## config.mk

```make
export PLATFORM = sky130hd
export DESIGN_NAME = rpcg_clock_gate
export DESIGN_NICKNAME = d
export VERILOG_FILES = /design/src/rtl/rpcg_pkg.sv /design/src/rtl/rpcg_clock_gate.sv
export SDC_FILE = /design/constraint.sdc
export NUM_CORES = 1
export LEC_CHECK = 0
export CORE_MARGIN = 4
export CORE_UTILIZATION = 25
export CTS_BUF_LIST = sky130_fd_sc_hd__clkbuf_2 sky130_fd_sc_hd__clkbuf_4 sky130_fd_sc_hd__clkbuf_8
export DETAILED_ROUTE_END_ITERATION = 16
export DONT_BUFFER_PORTS = 1
export PLACE_DENSITY = 0.38
export SLEW_MARGIN = 10
export SYNTH_ARGS = -nofsm -noshare
export SYNTH_HDL_FRONTEND = slang
export SYNTH_SLANG_ARGS = --single-unit
```

## constraint.sdc

```tcl
create_clock -name mclk -period 5.2 [get_ports mclk]
set_clock_uncertainty 0.2 [all_clocks]
set_input_delay 0.52 -clock mclk [delete_from_list [all_inputs] [get_ports mclk]]
set_output_delay 0.52 -clock mclk [all_outputs]
set_load 0.005 [all_outputs]
```

## src/rtl/rpcg_pkg.sv

```systemverilog
// Package with register map, field layout and bus carrier types of the clock gate block.
package rpcg_pkg;
  localparam logic [31:0] RPCG_GATE_OFFSET = 32'h0000_0104;
  localparam logic [31:0] RPCG_GATE_RESET = 32'h0000_0000;
  localparam logic [31:0] RPCG_GATE_WMASK = 32'h000f_5337;
  localparam int RPCG_NUM_UNITS = 13;
  localparam int RPCG_COUNTER3_BIT = 19;
  localparam int RPCG_COUNTER0_BIT = 16;
  localparam int RPCG_TWOWIRE1_BIT = 14;
  localparam int RPCG_TWOWIRE0_BIT = 12;
  localparam int RPCG_ENCODER1_BIT = 9;
  localparam int RPCG_ENCODER0_BIT = 8;
  localparam int RPCG_SYNC1_BIT = 5;
  localparam int RPCG_SYNC0_BIT = 4;
  localparam int RPCG_ASYNC2_BIT = 2;
  localparam int RPCG_ASYNC0_BIT = 0;
  localparam logic [1:0] RPCG_HTRANS_NONSEQ = 2'h2;
  localparam logic RPCG_HRESP_OKAY = 1'h0;

  typedef struct packed {
    logic active;
    logic write;
    logic hit;
  } rpcg_aphase_t;
endpackage

```

## src/rtl/rpcg_clock_gate.sv

```systemverilog
// Run-mode peripheral clock gate register with AHB-Lite slave and glitch-free unit clocks.
`timescale 1ns/1ps
`default_nettype none
module rpcg_clock_gate
  import rpcg_pkg::*;
#(
  parameter int ADDR_W = 32
) (
  input wire logic mclk,
  input wire logic rst_b,
  input wire logic hsel,
  input wire logic [ADDR_W-1:0] haddr,
  input wire logic [1:0] htrans,
  input wire logic hwrite,
  input wire logic [2:0] hsize,
  input wire logic [31:0] hwdata,
  input wire logic hready,
  output logic hreadyout,
  output logic hresp,
  output logic [31:0] hrdata,
  input wire logic [rpcg_pkg::RPCG_NUM_UNITS-1:0] unitAccess,
  output logic unitFault,
  output logic unitGrant,
  output logic [rpcg_pkg::RPCG_NUM_UNITS-1:0] unitClkEn,
  output logic [rpcg_pkg::RPCG_NUM_UNITS-1:0] unitClk
);
  import rpcg_pkg::*;

  // The decoder compares against a 32-bit offset, so wider buses are refused as well.
  if (ADDR_W < 9 || ADDR_W > 32) begin : g_bad_addr
    $error("ADDR_W must lie between 9 and 32");
  end

  // Unit order, high to low: counters 3..0, two-wire 1..0, encoder 1..0, sync 1..0, async 2..0.
  function automatic logic [RPCG_NUM_UNITS-1:0] unitsOf(input logic [31:0] r);
    unitsOf = {r[RPCG_COUNTER3_BIT:RPCG_COUNTER0_BIT], r[RPCG_TWOWIRE1_BIT], r[RPCG_TWOWIRE0_BIT],
      r[RPCG_ENCODER1_BIT], r[RPCG_ENCODER0_BIT], r[RPCG_SYNC1_BIT], r[RPCG_SYNC0_BIT],
      r[RPCG_ASYNC2_BIT:RPCG_ASYNC0_BIT]};
  endfunction

  logic [31:0] gateReg;
  logic [31:0] next_gateReg;
  logic [RPCG_NUM_UNITS-1:0] next_units;
  logic [RPCG_NUM_UNITS-1:0] enLow;
  rpcg_aphase_t aphase;
  rpcg_aphase_t next_aphase;

  wire logic takeAddr = hsel && hready && htrans == RPCG_HTRANS_NONSEQ;
  wire logic addrHit = haddr == RPCG_GATE_OFFSET[ADDR_W-1:0];
  wire logic doWrite = aphase.active && aphase.write && aphase.hit;
  wire logic doRead = takeAddr && !hwrite && addrHit;

  assign next_aphase = '{active: takeAddr, write: hwrite, hit: addrHit};
  // Masking the write keeps reserved bits at zero whatever software sends.
  assign next_gateReg = doWrite ? (hwdata & RPCG_GATE_WMASK) : gateReg;
  assign next_units = unitsOf(next_gateReg);

  always_ff @(posedge mclk) begin
    if (!rst_b) begin
      gateReg <= RPCG_GATE_RESET;
      aphase <= '0;
      hreadyout <= 1'b1;
      hresp <= RPCG_HRESP_OKAY;
      hrdata <= 32'h0000_0000;
    end else begin
      gateReg <= next_gateReg;
      aphase <= next_aphase;
      hreadyout <= 1'b1;
      hresp <= RPCG_HRESP_OKAY;
      // Forwarding the pending write lets a read follow a write back to back.
      hrdata <= doRead ? next_gateReg : 32'h0000_0000;
    end
  end

  // An access that touches any unclocked unit is faulted, never also granted.
  wire logic anyGated = |(unitAccess & ~unitClkEn);
  wire logic anyOpen = unitAccess != '0 && !anyGated;

  // Enables load from the next gate value, so they switch with gateReg; the fault answer uses the current enables.
  always_ff @(posedge mclk) begin
    if (!rst_b) begin
      unitClkEn <= '0;
      unitFault <= 1'b0;
      unitGrant <= 1'b0;
    end else begin
      unitClkEn <= next_units;
      unitFault <= anyGated;
      unitGrant <= anyOpen;
    end
  end

  // The enable is retimed on the falling edge, so the AND only changes while mclk is low.
  always_ff @(negedge mclk) begin
    if (!rst_b) begin
      enLow <= '0;
    end else begin
      enLow <= unitClkEn;
    end
  end

  assign unitClk = {RPCG_NUM_UNITS{mclk}} & enLow;

  // Bus side: the register answers at once, masks reserved bits and ignores other offsets.
  a_reserved_zero: assert property (
    @(posedge mclk) disable iff (!rst_b)
    (gateReg & ~RPCG_GATE_WMASK) == 32'h0000_0000 &&
      (hrdata & ~RPCG_GATE_WMASK) == 32'h0000_0000
  ) else $error("reserved gate bits not zero");

  a_write_lands: assert property (
    @(posedge mclk) disable iff (!rst_b)
    doWrite |=> gateReg == ($past(hwdata) & RPCG_GATE_WMASK)
  ) else $error("gate write did not land");

  a_write_ignored: assert property (
    @(posedge mclk) disable iff (!rst_b)
    aphase.active && aphase.write && !aphase.hit |=> $stable(gateReg)
  ) else $error("write to another offset changed the gate bits");

  a_read_returns: assert property (
    @(posedge mclk) disable iff (!rst_b)
    doRead |=> hrdata == gateReg
  ) else $error("gate read returned wrong value");

  a_unmapped_zero: assert property (
    @(posedge mclk) disable iff (!rst_b)
    takeAddr && !hwrite && !addrHit |=> hrdata == 32'h0000_0000
  ) else $error("read of another offset not zero");

  // Read data stands for the data phase only, so a stale word never leaks onto the bus.
  a_idle_rdata: assert property (
    @(posedge mclk) disable iff (!rst_b)
    !doRead |=> hrdata == 32'h0000_0000
  ) else $error("read data outside a read");

  a_zero_wait: assert property (
    @(posedge mclk) disable iff (!rst_b)
    takeAddr |=> hreadyout && hresp == RPCG_HRESP_OKAY
  ) else $error("slave stalled or errored");

  a_gate_hold: assert property (
    @(posedge mclk) disable iff (!rst_b)
    !doWrite |=> $stable(gateReg)
  ) else $error("gate bits changed without write");

  // Unit side: each enable sits on the bit that gates its unit.
  a_enable_map: assert property (
    @(posedge mclk) disable iff (!rst_b)
    unitClkEn[12:9] == gateReg[RPCG_COUNTER3_BIT:RPCG_COUNTER0_BIT]
  ) else $error("counter enables not on their gate bits");

  a_twowire_map: assert property (
    @(posedge mclk) disable iff (!rst_b)
    unitClkEn[8:7] == {gateReg[RPCG_TWOWIRE1_BIT], gateReg[RPCG_TWOWIRE0_BIT]}
  ) else $error("two-wire enables not on their gate bits");

  a_encoder_map: assert property (
    @(posedge mclk) disable iff (!rst_b)
    unitClkEn[6:5] == {gateReg[RPCG_ENCODER1_BIT], gateReg[RPCG_ENCODER0_BIT]}
  ) else $error("encoder enables not on their gate bits");

  a_sync_map: assert property (
    @(posedge mclk) disable iff (!rst_b)
    unitClkEn[4:3] == {gateReg[RPCG_SYNC1_BIT], gateReg[RPCG_SYNC0_BIT]}
  ) else $error("synchronous serial enables not on their gate bits");

  a_async_map: assert property (
    @(posedge mclk) disable iff (!rst_b)
    unitClkEn[2:0] == gateReg[RPCG_ASYNC2_BIT:RPCG_ASYNC0_BIT]
  ) else $error("asynchronous serial enables not on their gate bits");

  a_enable_follows: assert property (
    @(posedge mclk) disable iff (!rst_b)
    $changed(gateReg) |-> unitClkEn == unitsOf(gateReg)
  ) else $error("unit enable does not follow gate bits");

  a_reset_cuts: assert property (
    @(posedge mclk)
    !rst_b |=> gateReg == RPCG_GATE_RESET && unitClkEn == '0
  ) else $error("reset left a unit clocked");

  a_fault_gated: assert property (
    @(posedge mclk) disable iff (!rst_b)
    |(unitAccess & ~unitClkEn) |=> unitFault && !unitGrant
  ) else $error("access to gated unit not faulted");

  a_grant_open: assert property (
    @(posedge mclk) disable iff (!rst_b)
    (unitAccess != '0 && (unitAccess & ~unitClkEn) == '0) |=> unitGrant && !unitFault
  ) else $error("access to clocked unit faulted");

  a_quiet_units: assert property (
    @(posedge mclk) disable iff (!rst_b)
    unitAccess == '0 |=> !unitFault && !unitGrant
  ) else $error("fault or grant without an access");

  a_fault_excl: assert property (
    @(posedge mclk) disable iff (!rst_b)
    !(unitFault && unitGrant)
  ) else $error("fault and grant raised together");

  // Clock side: enables move only while mclk is low, which is what keeps pulses whole.
  a_gate_steady: assert property (
    @(negedge mclk) disable iff (!rst_b)
    ##1 enLow == $past(unitClkEn)
  ) else $error("low-phase enable not retimed");

  a_clock_cut: assert property (
    @(negedge mclk) disable iff (!rst_b)
    unitClk == $past(unitClkEn)
  ) else $error("unit clock high phase does not match its enable");
endmodule
`default_nettype wire

```

Yosys cells after proc, flatten, opt, wreduce, memory -nomap -nowiden. Index checks and enable logic that the tools add are counted.

Memories: 0. Bits in writable memories: 0. Flip-flop bits (word level): 95. Bits in read-only memories: 0. Input port bits: 87. Word-level logic and storage cells: 27. Latch bits: 0.

Divide/modulo/power cells: 0. Add/subtract/negate cells: 0. $lt $le $gt $ge: 0. Bitwise logic cells: 3. Shift operators: 0. $mul: 0. Equality and inequality tests: 2. Multiplexer cells: 1. Reduce and logical (&&, ||, !) cells: 12.

Operators by type and width (count): $eq A32 B9 Y1 const B (1); $mux W32 (1); $and A13 B13 Y13 (2); $not A13 Y13 (1); $reduce_bool A13 Y1 (1); $reduce_or A13 Y1 (1); $logic_and A1 B1 Y1 (7); $eq A2 B2 Y1 const B (1); $logic_not A1 Y1 (2); $reduce_and A2 Y1 (1).

Logic depth before layout (Yosys ltp). Gate-level depths: netlist of run 1.

Word-level depth: 5. Mapped depth: 6. Depth with buffers taken out: 4.

==> impl_metrics.ini, run 1 <==
[pwr]
p_comb_frac = 0.011
p_seq_frac = 0.472
power.density_nw_per_um2 = 399.3
peakVddDrop_mv = 0.1265
intPower_mw = 1.013
sw_frac_of_total = 0.2404
leakagePower_nw = 1.372
p_sw_mw = 0.3206
p_clk_frac = 0.517

[sta]
slew_violations = 0
hold_violations = 0
finalSetupTns_ps = 0
slew-limit-headroom = 0.3384
setup_viol = 0
worst_slack_ps = 902.7
worstMarginPinSlew_ps = 992.4
hold_ws_ps = 34.66
rsz0062_at_grt = no

[setup_path]
crit_start = enLow[10]
critPathMaxStageDelay_ps = 290
reg2reg_from = gateReg[9]
worstRegToRegCells = 1
critPathArrivalTime_ps = 3580
crit_type = reg2out
worst_ep_required_time_ps = 4480
crit_cells = 1
crit_slowest_cell = dfxtp_1
cp_top_family = flip-flops
end_kind = output port
crit_chain = and2_1
cp_num_buf_inv = 0
reg2reg_to = enLow[6]
worstPathMaxFanout = 1
startpoint_type = register
ff2ff_setup_slack_ps = 1720

[logic_synthesis]
syn_area_per_cell_um2 = 10.56
ys_seq_area_frac = 0.5515
synth-xor-area-share = 0
muxShareOfSynthArea = 0.04372
synth_adder_area_share = 0
netlist_area_um2 = 2977
synth_compound_area_frac = 0.01807
ys_warn_count = 0
synthSimpleGateAreaFrac = 0.2926
synth_fp_nets = 369
synth-seq-cells = 82
synth_cells = 282
ys_types = 27
synth_top_family_by_area = simple AND/OR/NAND/NOR gates

[job]
max_cap_viol_count = 0

[layout]
multi_input_area_um2 = 1069
layout-drive-gt1-share = 0.2158
fin_nets = 373
layout_commonest_cell = dfxtp_1
most-common-layout-cells = dfxtp_1, nor3_2, and2_1, inv_1, and3_1
fillCellCount = 1196
design_area_um2 = 3339
fin_cells = 435
insertedDiodeCount = 0
seqCellArea_um2 = 1642
area_growth_pct = 12.19

[cts]
post_cts_buffers = 0
cts_tree = built
cts.clk_slew.worst_paths_ps = 80
clock_latency_ps = 460

[floorplanning]
core-area_um2 = 11520
die_w_um = 117.1
die_h_um = 117.1
ios = 149
start_util = 0.2585
row_count = 39
dieArea_um2 = 13720

[hold_path]
hold_end = aphase[2]
worst_hold_path_type = in2reg
whs_path_depth = 2
hold_start = htrans[1]

[route]
vias = 1938
drtPass1Iterations = 4
post_drt_via_cell_ratio = 4.455
drc_errors = 0
wire_per_inst_um = 16.81
drt_iter0_drc = 84
drt_wl_total_um = 7311
antenna_left = 0

[place]
io_buffers = 0
placed_cells = 396
detailed_place_hpwl_um = 5007
place.gp.congestion = 0.7284
preCtsSetupSlack_ps = 1444
placed_area_um2 = 2960

[global_route]
grt_pass1_vias = 2073
grt_pass1_wl_um = 11050
grt_antenna_before_repair = 0
grt_max_degree = 40
track_usage = 0.1136
grt_overflow = 0

[outcome]
status = finished, final reports clean
==> power groups by stage <==
stage / Combinational (mW) / Clock [mW] / Sequential [mW]
6_report: 0.0148 / 0.689 / 0.630
5_1_grt: 0.0166 / 0.766 / 0.630
4_1_cts: 0.0150 / 0.723 / 0.630
3_5_place_dp: 0.0118 / 0.0179 / 0.643
3_3_place_gp: 0.0116 / 0.0179 / 0.643
2_1_floorplan: 0.0118 / 0.0310 / 0.643
==> routing by layer <==
layer  vias to the layer above  wire length [um]  global-route usage
met3                        14               606             0.04473
met5                         -                 0                   0
met2                        95              3298              0.1653
met4                         0               244              0.1009
li1                        939                 -                   -
met1                       890              3162              0.1277
==> flip-flops by register name (all words and copies together), names as in the netlist <==
| register | count |
|---|---|
| hrdata | 32 |
| unitGrant | 1 |
| enLow | 13 |
| gateReg | 32 |
| unitFault | 1 |
| aphase | 3 |
==> what timing repair did <==
item	4_1_cts	5_1_grt
hold buffers	2	0
endpoints found under the hold margin	20	0
resized for setup	0	0
==> synth_stat cells, drive strengths merged <==
| master | count | area, um^2 |
|---|---|---|
| nor4 | 9 | 56.30 |
| and3 | 20 | 125.1 |
| dfxtp | 82 | 1642 |
| conb | 2 | 7.510 |
| nand4 | 2 | 12.51 |
| o22ai | 5 | 31.28 |
| a2111oi | 1 | 8.760 |
| nor4b | 2 | 30.03 |
| nand2 | 19 | 71.32 |
| inv | 13 | 48.79 |
| buf | 24 | 193.9 |
| nand4b | 1 | 8.760 |
| nor2 | 15 | 56.30 |
| mux2i | 13 | 130.1 |
| or4 | 2 | 15.01 |
| and2 | 26 | 162.7 |
| nor3 | 33 | 315.3 |
| clkbuf | 8 | 30.03 |
| a41oi | 1 | 8.760 |
| nand3 | 1 | 5.000 |
| a21oi | 1 | 5.000 |
| nor2b | 2 | 12.51 |
==> how the worst max path moves through the flow <==
stage                   to  slack (ps)
3_3_place_gp   unitClk[11]        1440
4_1_cts        unitClk[10]         860
6_report       unitClk[10]         900
5_1_grt        unitClk[10]         820
3_5_place_dp    unitClk[3]        1440
2_1_floorplan    enLow[10]        1310
==> cells by family after synthesis <==
| family | count (synthesis) |
|---|---|
| compound gates | 8 |
| flops | 82 |
| mux | 13 |
| simple gates | 132 |
| other cells | 2 |
| buf+inv | 45 |
==> area by class of cell <==
| class | count | area share |
|---|---|---|
| clock buffers | 18 | 0.07231 |
| clock inverters | 20 | 0.03634 |
| inverters | 12 | 0.01349 |
| multi-input cells | 155 | 0.3200 |
| flip-flops and latches | 82 | 0.4916 |
| well taps | 143 | 0.05358 |
| repair buffers | 5 | 0.01274 |
==> stage by stage <==
step	util	power, mW
detailed placement	0.2571	0.6731
CTS	0.2900	1.367
global placement	0.2571	0.6729
finish	0.2900	1.334
global route	0.2900	1.413
floorplan	-	0.6861
No activity file was read; power rests on OpenSTA's default activity.
==> run 2, diff against run 1 <==
--- a/config.mk
+++ b/config.mk
@@ -10,7 +10,7 @@
 export CTS_BUF_LIST = sky130_fd_sc_hd__clkbuf_2 sky130_fd_sc_hd__clkbuf_4 sky130_fd_sc_hd__clkbuf_8
 export DETAILED_ROUTE_END_ITERATION = 16
 export DONT_BUFFER_PORTS = 1
-export PLACE_DENSITY = 0.38
+export PLACE_DENSITY = 0.4
 export SLEW_MARGIN = 10
 export SYNTH_ARGS = -nofsm -noshare
 export SYNTH_HDL_FRONTEND = slang
==> constraint.sdc (replaced) <==
create_clock -name mclk -period 3.9 [get_ports mclk]
set_clock_uncertainty 0.2 [all_clocks]
set_input_delay 0.39 -clock mclk [delete_from_list [all_inputs] [get_ports mclk]]
set_output_delay 0.39 -clock mclk [all_outputs]
set_load 0.005 [all_outputs]
==> run 2 against run 1 <==
Compared with the run above:
- non-clock buffer count rose by 19
- clock-buffer cell count rose by 4
- power grew 47%
- combinational power is 120% higher
- cell count up 4.4%
- setup slack got worse by 500 ps
- utilization rose by 2.2 points
- clock power grew 58%
- sequential share of layout area down 3.5 points
- register-to-register slack worse by 670 ps
==> impl_metrics.ini, run 2 (synthesis results as in run 1) <==
[route]
drtPass1Iterations = 4
wire_per_inst_um = 15.85
antenna_left = 0
drt_wl_total_um = 7195
drt_iter0_drc = 97
post_drt_via_cell_ratio = 4.425
drc_errors = 0
vias = 2009

[setup_path]
crit_type = reg2out
critPathArrivalTime_ps = 2910
endpoint = unitClk[11]
worstRegToRegCells = 1
critPathMaxStageDelay_ps = 290
crit_start = enLow[11]
crit_chain = and2_1
cp_num_buf_inv = 0
crit_slowest_cell = dfxtp_1
ff2ff_setup_slack_ps = 1050
crit_cells = 1
reg2reg_from = gateReg[18]
startpoint_type = register
reg2reg_to = enLow[11]
end_kind = output port
worst_ep_required_time_ps = 3310
cp_top_family = flip-flops
worstPathMaxFanout = 1

[floorplanning]
core-area_um2 = 11520
ios = 149
row_count = 39
dieArea_um2 = 13720
die_w_um = 117.1
start_util = 0.2585
die_h_um = 117.1

[global_route]
grt_util_met1 = 0.1284
grt_pass1_vias = 2236
use_met3 = 0.05347
track_usage = 0.1131
grt_max_degree = 42
grt_antenna_before_repair = 0
grt.busiest_layer = met2
grt_overflow = 0
use_met2 = 0.1680
grt_pass1_wl_um = 11350

[job]
max_cap_viol_count = 0

[sta]
worst_slack_ps = 400.0
rsz0062_at_grt = no
hold_violations = 0
slew-limit-headroom = 0.3616
setup_viol = 0
finalSetupTns_ps = 0
hold_ws_ps = 83.13
slew_violations = 0
worstMarginPinSlew_ps = 957.5

[layout]
top_regs = gateReg: 32 flops, hrdata: 32 flops, enLow: 13 flops
fin_cells = 454
most-common-layout-cells = dfxtp_1, nor3_2, and2_1, inv_1, dlygate4sd3_1
layout_commonest_cell = dfxtp_1
layout-drive-gt1-share = 0.2026
area_growth_pct = 20.81
insertedDiodeCount = 0
fin_nets = 392

[outcome]
status = finished, final reports clean

[cts]
cts.clk_slew.worst_paths_ps = 80
clock_latency_ps = 450
cts_resized = 0
cts_tree = built

[pwr]
intPower_mw = 1.550
p_seq_frac = 0.429
sw_frac_of_total = 0.2082
p_comb_frac = 0.017
p_clk_frac = 0.555
power_mw = 1.958
leakagePower_nw = 1.482
peakVddDrop_mv = 0.1573
power.density_nw_per_um2 = 544.4
p_sw_mw = 0.4076

[place]
preCtsSetupSlack_ps = 927.2
placed_cells = 396
io_buffers = 0
place.gp.congestion = 0.7921
detailed_place_hpwl_um = 4763

[hold_path]
worst_hold_path_type = in2reg
-- run 2: metrics by stage --
step             util  instance area (um^2)
2_1_floorplan       -                  2977
3_3_place_gp   0.2571                  2960
3_5_place_dp   0.2571                  2960
4_1_cts        0.3123                  3596
5_1_grt        0.3123                  3596
6_report       0.3123                  3596
-- run 2: routing by layer --
layer / wire length, um / vias to the layer above
met5: 0 / -
met4: 222 / 0
met3: 579 / 19
met2: 3223 / 90
met1: 3170 / 928
li1: - / 972
-- run 2: worst min path at each step --
| stage | start | end | cells past startpoint |
|---|---|---|---|
| after floorplan | gateReg[31] | hrdata[31] | 2 |
| after global placement | gateReg[31] | hrdata[31] | 2 |
| after detailed placement | gateReg[31] | hrdata[31] | 2 |
| after CTS | unitAccess[0] | unitFault | 3 |
| after global routing | unitAccess[2] | unitFault | 3 |
| final | unitAccess[0] | unitFault | 3 |
-- run 2: final cells by class --
class	count	area, um^2
sequential	82	1642
fill	1214	7920
multi-input combinational	155	1069
inverter	12	45.04
tap	143	178.9
timing repair buffer	24	232.7
clock buffer	22	290.3
clock inverter	16	138.9
-- run 2: what timing repair did --
action,CTS,global route
hold buffers,21,0
hold endpoints to repair,40,0
setup endpoints to repair,0,0
buffers inserted,0,0
-- run 2: power by group through the flow --
stage               combinational (mW)  sequential (mW)  clock [mW]
floorplan                       0.0157            0.858      0.0414
global placement                0.0148            0.858      0.0238
detailed placement              0.0149            0.858      0.0238
CTS                             0.0333            0.839        1.14
global route                    0.0364            0.839        1.19
finish                          0.0328            0.839        1.09
==> run 3, diff against run 2 <==
--- a/config.mk
+++ b/config.mk
@@ -5,12 +5,15 @@
 export SDC_FILE = /design/constraint.sdc
 export NUM_CORES = 1
 export LEC_CHECK = 0
+export ABC_CLOCK_PERIOD_IN_PS = 3900
+export BUFFER_PORTS_ARGS = -buffer_cell sky130_fd_sc_hd__buf_2
+export CELL_PAD_IN_SITES_DETAIL_PLACEMENT = 1
+export CELL_PAD_IN_SITES_GLOBAL_PLACEMENT = 1
 export CORE_MARGIN = 4
 export CORE_UTILIZATION = 25
 export CTS_BUF_LIST = sky130_fd_sc_hd__clkbuf_2 sky130_fd_sc_hd__clkbuf_4 sky130_fd_sc_hd__clkbuf_8
 export DETAILED_ROUTE_END_ITERATION = 16
-export DONT_BUFFER_PORTS = 1
-export PLACE_DENSITY = 0.4
+export PLACE_DENSITY = 0.65
 export SLEW_MARGIN = 10
 export SYNTH_ARGS = -nofsm -noshare
 export SYNTH_HDL_FRONTEND = slang
==> run 3 against run 2 <==
Compared with the run above:
- flip-flop and latch count is the same
- sequential share of layout area shrank 5.1 points
- routed wire length grew 13%
- non-clock buffer count grew 98
- sequential power is essentially flat
- final area grew 13%
- combinational power grew 85%
- critical path depth grew 1
- largest cell class unchanged
==> impl_metrics.ini, run 3 (synthesis results as in run 1) <==
[outcome]
status = finished, final reports clean

[cts]
cts.clk_slew.worst_paths_ps = 80
cts_resized = 0
cts_tree = built
post_cts_buffers = 0
clock_latency_ps = 450
cts_hold_buffers = 9

[layout]
layout_commonest_cell = buf_2
insertedDiodeCount = 0
layout-drive-gt1-share = 0.4408
area_growth_pct = 36.02
fin_nets = 503
top_regs = gateReg: 32 flops, hrdata: 32 flops, enLow: 13 flops
most-common-layout-cells = buf_2, dfxtp_1, nor3_2, and2_1, inv_1

[floorplanning]
row_count = 39
dieArea_um2 = 13720
core-area_um2 = 11520
die_w_um = 117.1
start_util = 0.2585
ios = 149
die_h_um = 117.1

[global_route]
track_usage = 0.1267
grt_pass1_wl_um = 13000
grt_pass1_vias = 2785
grt_antenna_before_repair = 0
grt_max_degree = 52
grt_overflow = 0

[sta]
rsz0062_at_grt = no
hold_violations = 0
slew-limit-headroom = 0.2728
setup_viol = 0
worstMarginPinSlew_ps = 1090
hold_ws_ps = 29.63
slew_violations = 0
finalSetupTns_ps = 0

[route]
vias = 2476
drt_iter0_drc = 68
drtPass1Iterations = 4
drt_wl_total_um = 8143
post_drt_via_cell_ratio = 4.382
antenna_left = 0
drc_errors = 0
wire_per_inst_um = 14.41

[pwr]
p_comb_frac = 0.032
power_mw = 1.882
peakVddDrop_mv = 0.1212
p_seq_frac = 0.446
p_sw_mw = 0.4392
leakagePower_nw = 1.989
sw_frac_of_total = 0.2334
intPower_mw = 1.442
power.density_nw_per_um2 = 464.7
p_clk_frac = 0.522

[setup_path]
startpoint_type = register
crit_type = reg2out
worstPathMaxFanout = 1
worst_ep_required_time_ps = 3310
critPathArrivalTime_ps = 3050
end_kind = output port

[job]
max_cap_viol_count = 0

[place]
io_buffers = 124
detailed_place_hpwl_um = 5708
place.gp.congestion = 0.8822

[hold_path]
worst_hold_path_type = in2reg
## run 3: cell types whose count changed in the layout (fill, tap and decap cells not counted)
cell and delta:
bufinv_16 -1, clkinv_4 +3, buf_2 +124, clkinv_2 +1, dlygate4sd3_1 -12, buf_4 -1
clkinvlp_4 +1, clkbuf_8 -3, clkbuf_4 -1
## run 3: final timing paths
| path | startpoint | cells after the start | slack (ps) | end |
|---|---|---|---|---|
| setup reg to reg | gateReg[9] | 1 | 1140 | enLow[6] |
| hold reg to reg | gateReg[31] | 2 | 230 | hrdata[31] |
| hold / removal | hwdata[19] | 3 | 30 | gateReg[19] |
| setup / recovery | enLow[10] | 2 | 260 | unitClk[10] |
## run 3: per-stage QoR
stage               setup WS (ps)  std cells  cell area [um^2]    util
detailed placement          662.5        519              3573  0.3103
global placement            720.5        519              3573  0.3103
finish                      261.4        565              4049  0.3516
CTS                         226.2        565              4049  0.3516
global route                179.1        565              4049  0.3516
floorplan                   794.3        282              2977       -
## run 3: routing by layer
layer  GRT usage  vias to the layer above  share of wire  wire length (um)
met4      0.1063                        0          0.035               284
met1      0.1349                     1170           0.41              3337
met3     0.04062                       20          0.067               549
li1            -                     1190              -                 -
met2      0.2036                       96           0.49              3972
met5           0                        -              0                 0
## run 3: critical path, cell delays in order, from the launching register on
cell     delay (ps)
dfxtp_1         290
and2_1          170
buf_2           130
## run 3: power by group through the flow
stage / clock (mW) / combinational (mW) / sequential [mW]
2_1_floorplan: 0.0414 / 0.0157 / 0.858
3_3_place_gp: 0.0238 / 0.0527 / 0.858
3_5_place_dp: 0.0238 / 0.0543 / 0.858
4_1_cts: 1.02 / 0.0612 / 0.839
5_1_grt: 1.08 / 0.0681 / 0.839
6_report: 0.982 / 0.0606 / 0.839
## run 3: area by class of cell
cell class	count	area, um^2
clock inverters	20	147.6
inverters	12	45.04
flip-flops and latches	82	1642
fillers	1357	7467
clock buffers	31	306.5
repair buffers	122	660.6
well taps	143	178.9
multi-input cells	155	1069
